$ cat src/ppsc_consts.vh
`ifndef PPSC_CONSTS_VH
`define PPSC_CONSTS_VH

// ***********************************************
// Register addresses
// ***********************************************
`define PPSC_ADDR_W 3
`define PPSC_ADDR_STATUS 3'h1
`define PPSC_ADDR_CONTROL 3'h2

// ***********************************************
// Status fields
// ***********************************************
`define PPSC_ST_NBUSY 7
`define PPSC_ST_NACK 6
`define PPSC_ST_PERROR 5
`define PPSC_ST_SELECT 4
`define PPSC_ST_NFAULT 3
`define PPSC_ST_RSVD 2
`define PPSC_ST_PLH 1
`define PPSC_ST_TIMEOUT 0
// Pin synchroniser reset, ordered busy, nack, perror, select, nfault, plh
`define PPSC_PIN_RESET 6'h10

// ***********************************************
// Control fields and reset
// ***********************************************
`define PPSC_CT_HLH 7
`define PPSC_CT_EPP_TIMEOUT_IRQ_MASK 6
`define PPSC_CT_DIR 5
`define PPSC_CT_INT_EN 4
`define PPSC_CT_SELIN 3
`define PPSC_CT_NINIT 2
`define PPSC_CT_AUTOFD 1
`define PPSC_CT_STROBE 0
`define PPSC_CONTROL_RESET 8'h4C

// ***********************************************
// Interface modes
// ***********************************************
`define PPSC_MODE_STD 3'h0
`define PPSC_MODE_BIDIR 3'h1
`define PPSC_MODE_COMPAT 3'h2
`define PPSC_MODE_ECP 3'h3
`define PPSC_MODE_EPP 3'h4

// ***********************************************
// Timing: EPP time-out, 10 us at 25 MHz
// ***********************************************
`define PPSC_TIMEOUT_NS 10000
`define PPSC_CLK_NS 40
`define PPSC_TIMEOUT_CYC (`PPSC_TIMEOUT_NS / `PPSC_CLK_NS)
`define PPSC_CNT_W 9

`endif

$ cat src/ppsc_regs.v
`timescale 1ns/1ps
`include "ppsc_consts.vh"

module ppsc_regs (
   input wire mclk_i,
   input wire nrst_i,
   input wire [`PPSC_ADDR_W-1:0] addr_i,
   input wire rd_i,
   input wire wr_i,
   input wire [7:0] wdata_i,
   input wire [2:0] mode_i,
   input wire epp_cycle_i,
   input wire epp_read_i,
   input wire busy_i,
   input wire nack_i,
   input wire perror_i,
   input wire select_i,
   input wire nfault_i,
   input wire plh_i,
   output reg [7:0] rdata_o,
   output reg hlh_o,
   output reg nselectin_o,
   output reg ninit_o,
   output reg nautofd_o,
   output reg nstrobe_o,
   output reg data_in_o,
   output reg epp_timeout_irq_o,
   output reg ack_edge_irq_flag_o,
   output reg [15:0] irq_report_o
);

   // ***********************************************
   // Pin synchronisers
   // ***********************************************
   wire [5:0] pin_raw;
   wire [5:0] pin_s2;
   wire [1:0] epp_raw;
   wire [1:0] epp_s2;
   wire busy_s;
   wire nack_s;
   wire epp_active;
   wire epp_is_read;
   reg nack_prev;

   assign pin_raw = {busy_i, nack_i, perror_i, select_i, nfault_i, plh_i};
   assign epp_raw = {epp_cycle_i, epp_read_i};

   // nAck idles high; its stages reset high so no false edge follows reset
   ppsc_sync2 #(
      .WIDTH(6),
      .RST_VAL(`PPSC_PIN_RESET)
   ) u_pin_sync (
      .mclk_i(mclk_i),
      .nrst_i(nrst_i),
      .d_i(pin_raw),
      .q_o(pin_s2)
   );

   // EPP strobes come from the port sequencer in another timing context
   ppsc_sync2 #(
      .WIDTH(2),
      .RST_VAL(2'h0)
   ) u_epp_sync (
      .mclk_i(mclk_i),
      .nrst_i(nrst_i),
      .d_i(epp_raw),
      .q_o(epp_s2)
   );

   assign busy_s = pin_s2[5];
   assign nack_s = pin_s2[4];
   assign epp_active = epp_s2[1];
   assign epp_is_read = epp_s2[0];

   // Last cycle's nAck, reset to its idle level
   always @(posedge mclk_i or negedge nrst_i) begin
      if (!nrst_i) begin
         nack_prev <= 1'b1;
      end else begin
         nack_prev <= nack_s;
      end
   end

   // ***********************************************
   // Control register
   // ***********************************************
   reg [7:0] control;
   wire wr_control = wr_i && (addr_i == `PPSC_ADDR_CONTROL);
   wire rd_status = rd_i && (addr_i == `PPSC_ADDR_STATUS);

   always @(posedge mclk_i or negedge nrst_i) begin
      if (!nrst_i) begin
         control <= `PPSC_CONTROL_RESET;
      end else if (wr_control) begin
         control <= wdata_i;
      end
   end

   // ***********************************************
   // EPP time-out
   // ***********************************************
   reg [`PPSC_CNT_W-1:0] to_cnt;
   reg to_flag;
   reg to_fired;
   wire to_hit = epp_active && !to_fired && (to_cnt == `PPSC_TIMEOUT_CYC);

   // Counter rests at the limit until the cycle ends
   always @(posedge mclk_i or negedge nrst_i) begin
      if (!nrst_i) begin
         to_cnt <= {`PPSC_CNT_W{1'b0}};
      end else if (!epp_active) begin
         to_cnt <= {`PPSC_CNT_W{1'b0}};
      end else if (!to_fired && !to_hit) begin
         to_cnt <= to_cnt + 1'b1;
      end
   end

   // One shot per EPP cycle; a dropped cycle rearms it
   always @(posedge mclk_i or negedge nrst_i) begin
      if (!nrst_i) begin
         to_fired <= 1'b0;
      end else if (!epp_active) begin
         to_fired <= 1'b0;
      end else if (to_hit) begin
         to_fired <= 1'b1;
      end
   end

   // Set wins over a clearing read in the same cycle
   always @(posedge mclk_i or negedge nrst_i) begin
      if (!nrst_i) begin
         to_flag <= 1'b0;
      end else if (to_hit) begin
         to_flag <= 1'b1;
      end else if (rd_status) begin
         to_flag <= 1'b0;
      end
   end

   // ***********************************************
   // Status view
   // ***********************************************
   // Reserved bit reads zero; status writes have no decode at all
   reg [7:0] status;
   always @* begin
      status = 8'h00;
      status[`PPSC_ST_NBUSY] = ~busy_s;
      status[`PPSC_ST_NACK] = nack_s;
      status[`PPSC_ST_PERROR] = pin_s2[3];
      status[`PPSC_ST_SELECT] = pin_s2[2];
      status[`PPSC_ST_NFAULT] = pin_s2[1];
      status[`PPSC_ST_RSVD] = 1'b0;
      status[`PPSC_ST_PLH] = pin_s2[0];
      status[`PPSC_ST_TIMEOUT] = to_flag;
   end

   // ***********************************************
   // Interrupt status
   // ***********************************************
   wire ack_rise = nack_s && !nack_prev && control[`PPSC_CT_INT_EN];
   wire to_irq = to_hit && !control[`PPSC_CT_EPP_TIMEOUT_IRQ_MASK];

   // Ack edge: set wins over any read in the same cycle
   always @(posedge mclk_i or negedge nrst_i) begin
      if (!nrst_i) begin
         ack_edge_irq_flag_o <= 1'b0;
      end else if (ack_rise) begin
         ack_edge_irq_flag_o <= 1'b1;
      end else if (rd_i) begin
         ack_edge_irq_flag_o <= 1'b0;
      end
   end

   // Masked by bit 6 alone; software is expected to pair it with bit 4
   always @(posedge mclk_i or negedge nrst_i) begin
      if (!nrst_i) begin
         epp_timeout_irq_o <= 1'b0;
      end else if (to_irq) begin
         epp_timeout_irq_o <= 1'b1;
      end else if (rd_i) begin
         epp_timeout_irq_o <= 1'b0;
      end
   end

   // ***********************************************
   // Direction
   // ***********************************************
   reg next_data_in;
   always @* begin
      case (mode_i)
         `PPSC_MODE_BIDIR: next_data_in = control[`PPSC_CT_DIR];
         `PPSC_MODE_ECP: next_data_in = control[`PPSC_CT_DIR];
         `PPSC_MODE_EPP: next_data_in = epp_active && epp_is_read;
         default: next_data_in = 1'b0;
      endcase
   end

   // ***********************************************
   // Read data
   // ***********************************************
   reg [7:0] next_rdata;
   always @* begin
      case (addr_i)
         `PPSC_ADDR_STATUS: next_rdata = status;
         `PPSC_ADDR_CONTROL: next_rdata = control;
         default: next_rdata = 8'h00;
      endcase
   end

   // Holds between reads so a slow consumer can still pick it up
   always @(posedge mclk_i or negedge nrst_i) begin
      if (!nrst_i) begin
         rdata_o <= 8'h00;
      end else if (rd_i) begin
         rdata_o <= next_rdata;
      end
   end

   // ***********************************************
   // Port lines
   // ***********************************************
   // Reset levels follow the control reset value so the pins never glitch
   localparam [7:0] CTL_RST = `PPSC_CONTROL_RESET;

   always @(posedge mclk_i or negedge nrst_i) begin
      if (!nrst_i) begin
         hlh_o <= CTL_RST[`PPSC_CT_HLH];
         nselectin_o <= ~CTL_RST[`PPSC_CT_SELIN];
         ninit_o <= CTL_RST[`PPSC_CT_NINIT];
         nautofd_o <= ~CTL_RST[`PPSC_CT_AUTOFD];
         nstrobe_o <= ~CTL_RST[`PPSC_CT_STROBE];
      end else begin
         hlh_o <= control[`PPSC_CT_HLH];
         nselectin_o <= ~control[`PPSC_CT_SELIN];
         ninit_o <= control[`PPSC_CT_NINIT];
         nautofd_o <= ~control[`PPSC_CT_AUTOFD];
         nstrobe_o <= ~control[`PPSC_CT_STROBE];
      end
   end

   // ***********************************************
   // Direction and report
   // ***********************************************
   always @(posedge mclk_i or negedge nrst_i) begin
      if (!nrst_i) begin
         data_in_o <= 1'b0;
      end else begin
         data_in_o <= next_data_in;
      end
   end

   // Report is refreshed every cycle; it never clears any flag
   always @(posedge mclk_i or negedge nrst_i) begin
      if (!nrst_i) begin
         irq_report_o <= 16'h0000;
      end else begin
         irq_report_o <= {control, status};
      end
   end

endmodule

// ***********************************************
// Two-stage synchroniser
// ***********************************************
module ppsc_sync2 #(
   parameter WIDTH = 1,
   parameter [WIDTH-1:0] RST_VAL = {WIDTH{1'b0}}
) (
   input wire mclk_i,
   input wire nrst_i,
   input wire [WIDTH-1:0] d_i,
   output wire [WIDTH-1:0] q_o
);

   reg [WIDTH-1:0] stage1;
   reg [WIDTH-1:0] stage2;

   // Only the second stage is read; the first may be metastable
   always @(posedge mclk_i or negedge nrst_i) begin
      if (!nrst_i) begin
         stage1 <= RST_VAL;
         stage2 <= RST_VAL;
      end else begin
         stage1 <= d_i;
         stage2 <= stage1;
      end
   end

   assign q_o = stage2;

endmodule
$ cat config.mk
export PLATFORM = sky130hd
export DESIGN_NAME = ppsc_regs
export DESIGN_NICKNAME = d
export VERILOG_FILES = /design/src/ppsc_regs.v
export VERILOG_INCLUDE_DIRS = /design/src /design/src/src
export SDC_FILE = /design/constraint.sdc
export NUM_CORES = 1
export LEC_CHECK = 0
export BUFFER_PORTS_ARGS = -buffer_cell sky130_fd_sc_hd__buf_2
export CORE_ASPECT_RATIO = 1.25
export CORE_MARGIN = 2
export CORE_UTILIZATION = 46
export DETAILED_ROUTE_END_ITERATION = 7
export GPL_TIMING_DRIVEN = 1
export PLACE_DENSITY_LB_ADDON = 0.3
export SLEW_MARGIN = 25
export SYNTH_ARGS = -nofsm -noshare
export SYNTH_HDL_FRONTEND = slang
export SYNTH_SLANG_ARGS = --single-unit
export TNS_END_PERCENT = 20
$ cat constraint.sdc
create_clock -name mclk_i -period 1.36 [get_ports mclk_i]
set_input_delay 0.204 -clock mclk_i [delete_from_list [all_inputs] [get_ports mclk_i]]
set_output_delay 0.204 -clock mclk_i [all_outputs]
set_load 0.05 [all_outputs]
== Yosys cells after proc, flatten, opt, wreduce, memory -nomap -nowiden ==
Cells that the tools add are included.

* Register bits after elaboration: 67
* Bits of input ports: 26
* Word-level logic and storage cells: 60

* Add/sub/neg operators: 1
* Equal/unequal tests: 8
* Muxes and demuxes: 11
* Bitwise operators: 4
* Reduce and logical (&&, ||, !) cells: 17

{| class="wikitable"
|+ Operator list
! kind !! count
|-
| $mux 9 || 2
|-
| $pmux 8 s2 || 1
|-
| $add 9x1->9 const B || 1
|-
| $eq 9x8->1 const B || 1
|-
| $logic_and 1x1->1 || 9
|-
| $mux 1 || 7
|-
| $eq 3x1->1 const B || 2
|-
| $eq 3x2->1 const B || 2
|-
| $reduce_bool 2->1 || 3
|-
| $logic_not 1->1 || 4
|-
| $ne 2x2->1 const B || 2
|-
| $not 1->1 || 4
|-
| $eq 3x3->1 const B || 1
|-
| $pmux 1 s2 || 1
|-
| $reduce_or 2->1 || 1
|}

== Depth between registers and ports, before layout ==
Gate-level depths: netlist of the first run.

* Depth in word-level cells: 7
* Mapped depth: 5
* Gate-level depth less buffers: 5

== Hierarchy ==
From an unflattened synthesis of the first run, not the netlist that was laid out.

* Cells, all modules: 166
* Area, all modules: 2,299.7 µm²

{| class="wikitable"
|+ By module, submodules not included
! module !! times used !! cells each !! area an instance (µm²) !! sequential area each (µm²)
|-
| ppsc_regs || 1 || 150 || 1,896.8 || 1,260.0
|-
| ppsc_sync2 at u_pin_sync || 1 || 12 || 302.8 || 302.8
|-
| ppsc_sync2 at u_epp_sync || 1 || 4 || 100.1 || 100.1
|}

== Least setup slack after synthesis of the first run ==
OpenSTA, ideal clock, no wires.

* Path kind: register to register
* Start point: register to_cnt[0]
* End point: register to_cnt[0]
* Library setup time: 79 ps
* Data arrival time: 1,288 ps
* Required time: 1,281 ps
* Setup slack: -8 ps
* Cell stages (with the launch flop): 6
* Buffers on the path: 0
* Clock period less this slack: 1,368 ps
* Path through: dfrtp_1 > inv_1 > ha_1 > and4bb_2 > a21oi_1 > mux2i_1

* Cells in the longest elaborated chain, start to end: 5
* Elaborated cells between the ends (all ways): 8

{| class="wikitable"
|+ Ends and longest elaborated chain
! what !! line !! source
|-
| start: declaration || ppsc_regs.v:102 || <nowiki>reg [`PPSC_CNT_W-1:0] to_cnt;</nowiki>
|-
| start signal: assignment || ppsc_regs.v:110 || <nowiki>to_cnt <= {`PPSC_CNT_W{1'b0}};</nowiki>
|-
| start signal: assignment || ppsc_regs.v:112 || <nowiki>to_cnt <= {`PPSC_CNT_W{1'b0}};</nowiki>
|-
| start signal: assignment || ppsc_regs.v:114 || <nowiki>to_cnt <= to_cnt + 1'b1;</nowiki>
|-
| parallel branches: the longest is 5 deep, another holds $add 9x1->9 || - ||
|}

Parallel ways; which one is timed is not known. The select of a mux whose other input is x is not followed.
A chain may end at the register's enable or synchronous reset.

== Worst setup path in the final report of the first run ==
* Start point: register to_cnt[1]
* End point: register to_cnt[8]

Same word-level chain as after synthesis.

==> results of run 1 <==
==> cell families after synthesis <==
logic type | synth area share, %
buffers and inverters | 4.333
xor gates and xnor gates | 0.7681
adders and majority gates | 1.097
DFF | 72.90
and+or+nand+nor | 8.996
AOI/OAI and AO/OA | 8.393
other | 0.1644
muxes | 3.346
==> layout make-up <==
type,count,area share (%)
clock buffer,12,5.206
sequential,66,55.84
inverter,18,2.267
tap,60,2.519
clock inverter,4,0.8816
multi-input combinational,78,18.43
timing repair buffer,73,14.86
==> per-stage QoR <==
stage / area [sq um] / setup TNS [ps] / total power [W] / utilization [%]
floorplan: 2285 / 0 / 0.002863 / -
global placement: 2666 / -1.456 / 0.003090 / 55.96
detailed placement: 2666 / -208.9 / 0.003109 / 55.96
CTS: 2959 / -93.08 / 0.004590 / 62.11
global route: 2980 / -509.4 / 0.004769 / 62.55
finish: 2980 / -91.51 / 0.004544 / 62.55
==> worst reg2reg max path: cells and delay by family, from the launching register on <==
kind	cells	cell delay (ps)
adders and majority gates	1	200
AOI/OAI and AO/OA	1	130
DFF	1	400
and+or+nand+nor	2	610
==> power by group <==
group / leakage (nW) / switching (W) / internal (W) / total [W]
clock: 0.0924 / 0.000698 / 0.000758 / 0.00146
sequential: 0.808 / 0.000102 / 0.00219 / 0.00229
combinational: 0.516 / 0.000594 / 0.000202 / 0.000796
total: 1.42 / 0.00139 / 0.00315 / 0.00454
==> cell usage in the layout (no fill, tap or decap), drive strengths merged, types with 6 or more instances in the layout <==
cell	netlist	routed
clkbuf	3	12
a22oi	7	7
a21oi	6	6
nand2	10	10
dfstp	9	9
inv	18	18
o21ai	17	17
dfrtp	57	57
buf	3	64
dlygate4sd3	0	9
==> flip-flops by register name (all words and copies together) (netlist names), 2 cells and up <==
register,cells
to_cnt,9
irq_report_o,15
rdata_o,8
u_pin_sync.stage1,6
u_pin_sync.q_o,6
control,8
u_epp_sync.q_o,2
u_epp_sync.stage1,2
==> routing by layer <==
metal	up-vias	wire length, microns	global-route usage, %
li1	726	-	-
met1	747	1847	22.53
met2	54	1979	28.00
met3	5	291	6.775
met4	0	49	7.959
met5	-	0	0
==> cell usage after synthesis <==
| cell | number |
|---|---|
| a211o_2 | 1 |
| a21oi_1 | 6 |
| a22oi_1 | 7 |
| and4_1 | 1 |
| and4bb_2 | 2 |
| buf_2 | 1 |
| buf_4 | 2 |
| clkbuf_1 | 3 |
| conb_1 | 1 |
| dfrtp_1 | 57 |
| dfstp_2 | 9 |
| ha_1 | 2 |
| inv_1 | 18 |
| mux2_2 | 5 |
| mux2i_1 | 2 |
| nand2_1 | 10 |
| nand2b_1 | 2 |
| nand3_1 | 1 |
| nand3b_1 | 2 |
| nand4_1 | 2 |
| nand4b_1 | 3 |
| nor2_1 | 4 |
| nor4bb_1 | 2 |
| o21ai_0 | 17 |
| o22ai_1 | 1 |
| o31ai_1 | 1 |
| or3_1 | 2 |
| or3_2 | 1 |
| or4_1 | 1 |
| xor2_1 | 2 |
==> path summary, 6_finish.rpt <==
check	start	to	slack (ps)
max	to_cnt[1]$_DFFE_PN0P_	to_cnt[8]$_DFFE_PN0P_	-40
min	wdata_i[1]	control[1]$_DFFE_PN0P_	90
max reg2reg	to_cnt[1]$_DFFE_PN0P_	to_cnt[8]$_DFFE_PN0P_	-40
min reg2reg	u_pin_sync.stage1[2]$_DFF_PN0_	u_pin_sync.q_o[2]$_DFF_PN0_	350
max in group asynchronous	nrst_i	u_pin_sync.stage1[4]$_DFF_PN1_	440
min in group asynchronous	nrst_i	rdata_o[2]$_DFFE_PN0P_	310
==> what timing repair did <==
| item | in CTS | in global routing |
|---|---|---|
| endpoints found under the setup margin | 5 | 8 |
| setup buffers | 1 | 1 |
| cloned | 0 | 0 |
| hold endpoints to repair | 16 | 0 |
| hold buffers | 9 | 0 |
| pin swaps | 4 | 1 |
| gates resized for setup | 4 | 4 |
==> metrics.log, run 1 <==
[metrics] status: finished with violations
[metrics] violations in the final reports: negative setup slack
[metrics] buffer cell driving the clock tree root: clkbuf_8
[metrics] delay of the slowest cell on the worst path: 500 ps
[metrics] final number of hold-violating endpoints: 0
[metrics] data required time at the worst endpoint: 1620 ps
[metrics] total of flip-flops plus latches after synthesis: 66
[metrics] fin worst setup slack: -41.68 ps
[metrics] GRT overflow: 0
[metrics] routed wire length per instance: 13.40 microns
[metrics] ratio of cells with drive above 1 in the final layout: 41.83%
[metrics] cell count after placement: 284
[metrics] share of the synthesized area in the top cell type: 62.53%
[metrics] Cell Count, Final, Fillers Out: 311
[metrics] Yosys top cell by area: dfrtp_1
[metrics] largest fanout of any net on the critical path: 4
[metrics] Fin Clk Skew: 6.167 ps
[metrics] number of DRC violations after detailed-routing iteration 0: 107
[metrics] leading cell types by total area after synthesis: dfrtp_1 (63%), dfstp_2 (10%), o21ai_0 (3.7%)
[metrics] maximum frequency from static timing analysis: 713.4 MHz
[metrics] hold path depth: 3
[metrics] Reg2Reg Depth: 4
[metrics] Worst Setup End Kind: flip-flop
[metrics] clk sink count: 66
[metrics] sequential-to-total area share from yosys stat: 72.90%
[metrics] Crit. path cell count: 4
[metrics] post-layout minimum cycle time: 1402 ps
[metrics] number of buffer and inverter instances along the worst setup path: 0
[metrics] Syn Nets: 196
[metrics] post-route worst hold slack: 86.81 ps
[metrics] Pwr Density: 1525 nW/um^2
[metrics] worst-skew pair later-pin latency: 330 ps
[metrics] RD Place Congestion: 0.7144
[metrics] number of rows created at floorplan: 28
[metrics] Max-cap violations: 0
[metrics] via count of the first global-routing pass: 1538
[metrics] CP arrival: 1660 ps
[metrics] vertical die dimension: 82.73 microns
[metrics] TritonCTS clock tree: done
[metrics] peak supply drop: 1094 uV
[metrics] pre-CTS WS: -53.73 ps
[metrics] via count: 1532
[metrics] Hold Crit Class: in -> reg
[metrics] final clock period utilization by the worst path: 103.1%
[metrics] First-pass DRT Iterations: 4
[metrics] synthesis warning total: 0
[metrics] synthesized area divided by synthesized cell count: 13.58 sq um
[metrics] count of unique library cells instantiated by Yosys: 30
[metrics] combined flip-flop and latch cell area: 1664 sq um
[metrics] largest net degree at the start of global routing: 37
[metrics] count of antenna diodes in the layout: 0
[metrics] number of antenna violations at the first check in global routing: 0
[metrics] buffers from clock root to sink, at most: 2
[metrics] Detail Placement HPWL: 2.872 mm
[metrics] number of cells produced by synthesis: 168
[metrics] overall die area: 5541 sq um
[metrics] port buffer count: 56
[metrics] area of the core: 4765 sq um
[metrics] total wirelength of the detailed-routed design: 4.167 mm
[metrics] gate family responsible for the most delay along the worst path: simple AND/OR/NAND/NOR gates
[metrics] post-DR vias/cell: 4.926
[metrics] num ports: 58
[metrics] H-tree lvl count: 3
[metrics] number of failing setup endpoints in the final timing report: 3
[metrics] cell with the largest stage delay on the worst path: or4_4
[metrics] Residual DRC: 0
[metrics] area of the multi-input gates: 549.3 sq um
[metrics] clock transition at the register clock pins on the worst setup and hold paths after CTS: 70 ps
[metrics] type of the worst setup path: reg -> reg
[metrics] global-route usage over all layers: 18.00%
[metrics] filler instances: 390
[metrics] Worst setup SP type: flip-flop
[metrics] RSZ-0062 raised after global routing: yes
[metrics] die boundary width: 66.98 microns
[metrics] cells along the critical path: ha_2, nand3b_1, or4_4, a21oi_2
[metrics] summed instance area of the synthesized netlist: 2281 sq um
[metrics] NumNets Final: 274
[metrics] Syn-to-layout area delta: 30.66%
[metrics] wire length of the first global-routing pass: 7.093 mm
[metrics] Pleak: 1.416 nW
[metrics] number of buffers inserted during clock tree synthesis: 9
[metrics] post-route ant nets: 0
[metrics] pins over their slew limit: 0
[metrics] starting utilization of the core area: 47.87%
(Power assumes the default switching activity.)
==> run 2: changes to the inputs <==
--- a/config.mk
+++ b/config.mk
@@ -16,5 +16,6 @@
 export SLEW_MARGIN = 25
 export SYNTH_ARGS = -nofsm -noshare
 export SYNTH_HDL_FRONTEND = slang
+export SYNTH_HIERARCHICAL = 1
 export SYNTH_SLANG_ARGS = --single-unit
 export TNS_END_PERCENT = 20
==> run 2 against run 1 <==
The flow now finishes without violations. Via count decreased by 2.7%. Global-route usage rose by 0.081 points. Sequential cell count unchanged. Cell area up 1.7%. Register-to-register slack better by 90 ps. Combinational power up 2%. Worst hold slack lost 12 ps. Power up 7.1%. Utilization up 1.1 points. First-iteration DRC count fell by 43%. Critical path type unchanged. Highest routed layer unchanged.
==> metrics.log, run 2 <==
[metrics] First-pass DRT Iterations: 4
[metrics] NumNets Final: 270
[metrics] num ports: 58
[metrics] port buffer count: 56
[metrics] vertical die dimension: 83.05 microns
[metrics] Sequential Power Share: 47.2%
[metrics] final non-filler cell area: 3032 sq um
[metrics] wire length of the first global-routing pass: 7.286 mm
[metrics] number of DRC violations after detailed-routing iteration 0: 61
[metrics] total internal power: 0.003426 W
[metrics] data required time at the worst endpoint: 1610 ps
[metrics] buffers from clock root to sink, at most: 2
[metrics] sequential-to-total area share from yosys stat: 72.31%
[metrics] Worst Setup End Kind: flip-flop
[metrics] leading cell type by number of instances after synthesis: dfrtp_1
[metrics] pins over their slew limit: 0
[metrics] number of failing setup endpoints in the final timing report: 0
[metrics] most frequent cells in the layout: dfrtp_1 (57), buf_2 (56), inv_1 (15), o21ai_0 (15), nand2_1 (10)
[metrics] global-route usage over all layers: 18.08%
[metrics] Syn Nets: 194
[metrics] most frequent cells after synthesis: dfrtp_1 (57), inv_1 (16), o21ai_0 (15)
[metrics] overall die area: 5584 sq um
[metrics] post-DR vias/cell: 4.853
[metrics] Hold Crit Class: in -> reg
[metrics] CP arrival: 1570 ps
[metrics] GRT overflow: 0
[metrics] final clock period utilization by the worst path: 96.74%
[metrics] Pwr Density: 1605 nW/um^2
[metrics] DP Area: 2679 sq um
[metrics] power share of the combinational group: 16.7%
[metrics] via count of the first global-routing pass: 1489
[metrics] synthesis warning total: 6
[metrics] biggest regs: irq_report_o (15), to_cnt (9)
[metrics] Fin Clk Skew: 4.303 ps
[metrics] maximum frequency from static timing analysis: 760.0 MHz
[metrics] relative contribution of the clock network to total power: 36.1%
[metrics] Detail Placement HPWL: 3.002 mm
[metrics] count of antenna diodes in the layout: 0
[metrics] worst-skew pair later-pin latency: 330 ps
[metrics] clock transition at the register clock pins on the worst setup and hold paths after CTS: 70 ps
[metrics] Yosys top cell by area: dfrtp_1
[metrics] final number of hold-violating endpoints: 0
[metrics] Pleak: 1.473 nW
[metrics] number of antenna violations at the first check in global routing: 0
[metrics] post-layout minimum cycle time: 1316 ps
[metrics] flip-flop count of the largest register, all copies and words added: 15
[metrics] leading cell type in the layout, fill and taps excluded: dfrtp_1
[metrics] Max-cap violations: 0
[metrics] Syn-to-layout area delta: 31.83%
[metrics] TritonCTS clock tree: done
[metrics] largest net degree at the start of global routing: 34
[metrics] overall power consumption: 0.004866 W
[metrics] leading cell types by total area after synthesis: dfrtp_1 (62%), dfstp_2 (10%), o21ai_0 (3.3%)
[metrics] summed instance area of the synthesized netlist: 2300 sq um
[metrics] area of the core: 4765 sq um
[metrics] post-route core utilization: 63.63%
[metrics] count of unique library cells instantiated by Yosys: 33
[metrics] Residual DRC: 0
[metrics] most used flip-flop cell after synthesis: dfrtp_1
[metrics] starting utilization of the core area: 48.27%
[metrics] synthesized area divided by synthesized cell count: 13.85 sq um
[metrics] share of the synthesized area in the top cell type: 62.02%
[metrics] H-tree lvl count: 3
[metrics] largest fanout of any net on the critical path: 3
[metrics] setup TNS: 0 ps
[metrics] number of buffers inserted during clock tree synthesis: 9
[metrics] clk sink count: 66
[metrics] total of flip-flops plus latches after synthesis: 66
[metrics] RD Place Congestion: 0.8508
[metrics] peak supply drop: 1159 uV
[metrics] Net Sw Power: 0.001440 W
[metrics] proportion of synthesized flip-flops having asynchronous set or reset: 100.0%
[metrics] number of cells produced by synthesis: 166
[metrics] die boundary width: 67.24 microns
[metrics] post-route worst hold slack: 74.48 ps
[metrics] total wirelength of the detailed-routed design: 4.386 mm
[metrics] post-route ant nets: 0
[metrics] routed wire length per instance: 14.29 microns
[metrics] type of the worst setup path: reg -> reg
[metrics] buffer cell driving the clock tree root: clkbuf_8
[metrics] largest register by flop count: irq_report_o
[metrics] count of flip-flops with a built-in enable after synthesis: 0
[metrics] RSZ-0062 raised after global routing: yes
[metrics] status: finished, final reports clean
[metrics] ratio of cells with drive above 1 in the final layout: 41.70%
[metrics] via count: 1490
[metrics] switching share of power: 29.59%
[metrics] number of rows created at floorplan: 28
[metrics] Worst setup SP type: flip-flop
==> run 2: cell types whose count changed in the layout (fill, tap and decap cells not counted), moves of 2 or more <==
cell | before | now
o2bb2ai_1 | 0 | 2
buf_4 | 7 | 5
clkbuf_8 | 11 | 9
inv_1 | 17 | 15
o21ai_0 | 17 | 15
nor4bb_1 | 2 | 0
bufinv_16 | 0 | 2
==> run 2: metal layers <==
layer	GRT usage, %	wire length, microns
met4	6.679	23
met5	0	0
met3	7.588	269
met2	27.45	2231
met1	22.98	1862
==> run 2: worst max-delay path: stages (launching register included) <==
cell and delay [ps]:
dfrtp_1 380, inv_2 50, ha_2 170, and4bb_2 260, a21oi_4 190, mux2i_1 190
==> run 2: cell type report <==
cell class	count	area [sq um]
Multi-Input combinational cell	77	568.0
Clock buffer	9	123.9
Sequential cell	66	1663
Tap cell	60	75.07
Fill cell	401	1733
Clock inverter	7	93.84
Timing Repair Buffer	72	447.9
Inverter	16	60.06
==> run 2: worst paths after layout <==
check,startpoint,end,slack [ps],cells past startpoint
setup / recovery,to_cnt[0]$_DFFE_PN0P_,to_cnt[1]$_DFFE_PN0P_,40,5
hold / removal,wdata_i[0],control[0]$_DFFE_PN0P_,70,3
setup reg to reg,to_cnt[0]$_DFFE_PN0P_,to_cnt[1]$_DFFE_PN0P_,40,5
hold reg to reg,u_pin_sync/stage1[3]$_DFF_PN0_,u_pin_sync/q_o[3]$_DFF_PN0_,350,0
max in group asynchronous,nrst_i,u_pin_sync/q_o[4]$_DFF_PN1_,510,3
min in group asynchronous,nrst_i,data_in_o$_DFF_PN0_,300,2
==> run 2: power groups by stage <==
stage               sequential (W)  clock, W  combinational [W]
finish                     0.00230   0.00176           0.000814
global placement           0.00233         0           0.000777
detailed placement         0.00233         0           0.000787
CTS                        0.00230   0.00180           0.000816
global route               0.00233   0.00190           0.000864
floorplan                  0.00272         0           0.000151
==> run 2: cells by family after synthesis <==
family                   count (synthesis)  share of synthesized area [%]
AND/OR/NAND/NOR                         32                          8.977
other                                    1                         0.1631
buffers and inverters                   23                          4.298
AO/OA/AOI/OAI                           33                          9.086
multiplexers                             7                          3.319
XOR/XNOR                                 2                         0.7618
adder cells (fa/ha/maj)                  2                          1.088
flip-flops                              66                          72.31
==> run 2: stage by stage <==
| stage | std cells | worst slack (ps) |
|---|---|---|
| floorplan | 166 | 70.91 |
| global placement | 280 | 60.93 |
| detailed placement | 280 | 3.103 |
| CTS | 306 | -3.780 |
| global route | 307 | -28.79 |
| finish | 307 | 44.27 |
==> run 2: timing repair <==
| action | 4_1_cts | 5_1_grt |
|---|---|---|
| buffers inserted | 1 | 1 |
| hold buffers | 9 | 0 |
| gates resized for setup | 0 | 9 |
| pin swaps | 1 | 5 |
| setup endpoints to repair | 3 | 8 |
| endpoints found under the hold margin | 18 | 0 |
==> run 3: changes to the inputs <==
--- a/config.mk
+++ b/config.mk
@@ -7,12 +7,15 @@
 export NUM_CORES = 1
 export LEC_CHECK = 0
 export BUFFER_PORTS_ARGS = -buffer_cell sky130_fd_sc_hd__buf_2
+export CELL_PAD_IN_SITES_DETAIL_PLACEMENT = 1
+export CELL_PAD_IN_SITES_GLOBAL_PLACEMENT = 1
 export CORE_ASPECT_RATIO = 1.25
 export CORE_MARGIN = 2
-export CORE_UTILIZATION = 46
+export CORE_UTILIZATION = 37
 export DETAILED_ROUTE_END_ITERATION = 7
 export GPL_TIMING_DRIVEN = 1
 export PLACE_DENSITY_LB_ADDON = 0.3
+export REMOVE_ABC_BUFFERS = 1
 export SLEW_MARGIN = 25
 export SYNTH_ARGS = -nofsm -noshare
 export SYNTH_HDL_FRONTEND = slang
==> run 3 against run 2 <==
Sequential cell count unchanged. Combinational power shrank 1%. Worst hold slack got worse by 1.6 ps. Non-clock buffer count unchanged. Utilization is 15 points lower. Clock skew is 11 ps higher. Final cell count is 8.1% higher. Clock-buffer cell count grew 4. Wire length up 12%. Register-to-register slack lost 40 ps. First-iteration DRC count is 13% lower. Die area grew 23%. Largest cell class unchanged. Largest power group unchanged.
==> metrics.log, run 3 (same netlist as run 2, synthesis figures left out) <==
[metrics] status: finished, final reports clean
[metrics] final clock period utilization by the worst path: 99.53%
[metrics] minimum setup slack among reg-to-reg paths: 6 ps
[metrics] largest net degree at the start of global routing: 67
[metrics] number of DRC violations after detailed-routing iteration 0: 53
[metrics] power share of the combinational group: 18.1%
[metrics] NumNets Final: 270
[metrics] via count: 1562
[metrics] global-route usage over all layers: 16.26%
[metrics] Hold Crit Start: wdata_i[3]
[metrics] starting utilization of the core area: 37.79%
[metrics] Pwr Density: 1497 nW/um^2
[metrics] flip-flop count of the largest register, all copies and words added: 15
[metrics] Hold Path Sink: control[3]$_DFFE_PN1P_
[metrics] Syn-to-layout area delta: 29.43%
[metrics] DP Area: 2698 sq um
[metrics] GRT overflow: 0
[metrics] data required time at the worst endpoint: 1630 ps
[metrics] Sequential Power Share: 51.7%
[metrics] Crit Reg-Reg Startpoint: to_cnt[1]$_DFFE_PN0P_
[metrics] routed wire length per instance: 14.85 microns
[metrics] RSZ-0062 raised after global routing: yes
[metrics] Max-cap violations: 0
[metrics] clock transition at the register clock pins on the worst setup and hold paths after CTS: 80 ps
[metrics] number of failing setup endpoints in the final timing report: 0
[metrics] peak supply drop: 851.8 uV
[metrics] Worst setup SP type: flip-flop
[metrics] num ports: 58
[metrics] post-route ant nets: 0
[metrics] post-DR vias/cell: 4.705
[metrics] ratio of cells with drive above 1 in the final layout: 40.08%
[metrics] biggest regs: irq_report_o (15), to_cnt (9)
[metrics] relative contribution of the clock network to total power: 30.2%
[metrics] Net Sw Power: 0.001405 W
[metrics] number of antenna violations at the first check in global routing: 0
[metrics] largest fanout of any net on the critical path: 4
[metrics] Detail Placement HPWL: 3.438 mm
[metrics] First-pass DRT Iterations: 4
[metrics] Fin Clk Skew: 15.50 ps
[metrics] pins over their slew limit: 0
[metrics] setup TNS: 0 ps
[metrics] post-route worst hold slack: 72.85 ps
[metrics] switching share of power: 31.52%
[metrics] total wirelength of the detailed-routed design: 4.929 mm
[metrics] clk sink count: 66
[metrics] buffers from clock root to sink, at most: 2
[metrics] Hold Crit Class: in -> reg
[metrics] H-tree lvl count: 3
[metrics] number of buffers inserted during clock tree synthesis: 9
[metrics] CP arrival: 1630 ps
[metrics] TritonCTS clock tree: done
[metrics] final non-filler cell area: 2977 sq um
[metrics] post-layout minimum cycle time: 1354 ps
[metrics] vertical die dimension: 92.15 microns
[metrics] Pleak: 1.421 nW
[metrics] largest register by flop count: irq_report_o
[metrics] maximum frequency from static timing analysis: 738.8 MHz
[metrics] port buffer count: 56
[metrics] overall die area: 6866 sq um
[metrics] number of rows created at floorplan: 32
[metrics] buffer cell driving the clock tree root: clkbuf_8
[metrics] final number of hold-violating endpoints: 0
[metrics] Reg2Reg Depth: 4
[metrics] RD Place Congestion: 0.7293
[metrics] Cell Count, Final, Fillers Out: 332
[metrics] area of the core: 6086 sq um
[metrics] Residual DRC: 0
[metrics] most frequent cells in the layout: dfrtp_1 (56), buf_2 (56), inv_1 (15), o21ai_0 (15), nand2_1 (10)
[metrics] type of the worst setup path: reg -> reg
[metrics] worst-skew pair later-pin latency: 340 ps
[metrics] total internal power: 0.003052 W
[metrics] hold path depth: 3
[metrics] Worst Setup End Kind: flip-flop
[metrics] FF-to-FF End: to_cnt[6]$_DFFE_PN0P_
[metrics] count of antenna diodes in the layout: 0
[metrics] filler instances: 660
[metrics] cell count after placement: 305
[metrics] die boundary width: 74.52 microns
[metrics] via count of the first global-routing pass: 1672
[metrics] wire length of the first global-routing pass: 8.079 mm
==> run 3: cell type report <==
type	instances	area, sq um	share of cell area (%)
Sequential cell	66	1664	55.91
Multi-Input combinational cell	77	554.3	18.62
Timing Repair Buffer	72	435.4	14.63
Clock buffer	13	138.9	4.666
Tap cell	85	106.4	3.573
Inverter	16	60.06	2.018
Clock inverter	3	17.52	0.5885
==> run 3: worst max path at each step <==
| stage | startpoint | end | slack [ps] | cells after the start |
|---|---|---|---|---|
| floorplan | to_cnt[0]$_DFFE_PN0P_ | to_cnt[2]$_DFFE_PN0P_ | 70 | 5 |
| global placement | to_cnt[0]$_DFFE_PN0P_ | to_cnt[0]$_DFFE_PN0P_ | 40 | 5 |
| detailed placement | to_cnt[0]$_DFFE_PN0P_ | to_cnt[1]$_DFFE_PN0P_ | -30 | 5 |
| CTS | to_cnt[1]$_DFFE_PN0P_ | to_cnt[6]$_DFFE_PN0P_ | -5 | 4 |
| global route | to_cnt[1]$_DFFE_PN0P_ | to_cnt[6]$_DFFE_PN0P_ | -60 | 4 |
| finish | to_cnt[1]$_DFFE_PN0P_ | to_cnt[6]$_DFFE_PN0P_ | 6 | 4 |
==> run 3: power groups by stage <==
stage          Sequential (W)  Combinational, W  Clock, W
6_report              0.00230          0.000806   0.00135
5_1_grt               0.00233          0.000856   0.00147
4_1_cts               0.00231          0.000811   0.00139
3_5_place_dp          0.00234          0.000787         0
3_3_place_gp          0.00233          0.000777         0
2_1_floorplan         0.00274          0.000107         0
==> run 3: what timing repair did <==
item                       in CTS  in global routing
hold endpoints to repair       65                  0
setup endpoints to repair       4                  5
setup buffers                   1                  1
pin swaps                       1                  1
hold buffers                    9                  0
resized for setup               2                  6
==> run 3: per-layer routing <==
metal  wire length [microns]  track usage, %
met1                    1958           19.15
met2                    2570           25.52
met3                     298           6.264
met4                     100           8.036
met5                       0               0
==> run 3: through the flow <==
stage	power (W)	setup slack [ps]	utilization [%]
2_1_floorplan	0.002849	70.99	-
6_report	0.004457	6.413	48.91
3_3_place_gp	0.003108	43.62	44.33
3_5_place_dp	0.003127	-30.99	44.33
5_1_grt	0.004656	-60.70	48.91
4_1_cts	0.004511	-5.286	48.54
==> run 3: critical path, stage by stage (launching register included) <==
cell and delay [ps]:
dfrtp_1 410, ha_2 220, nand3b_1 140, or3_1 370
a21oi_1 140
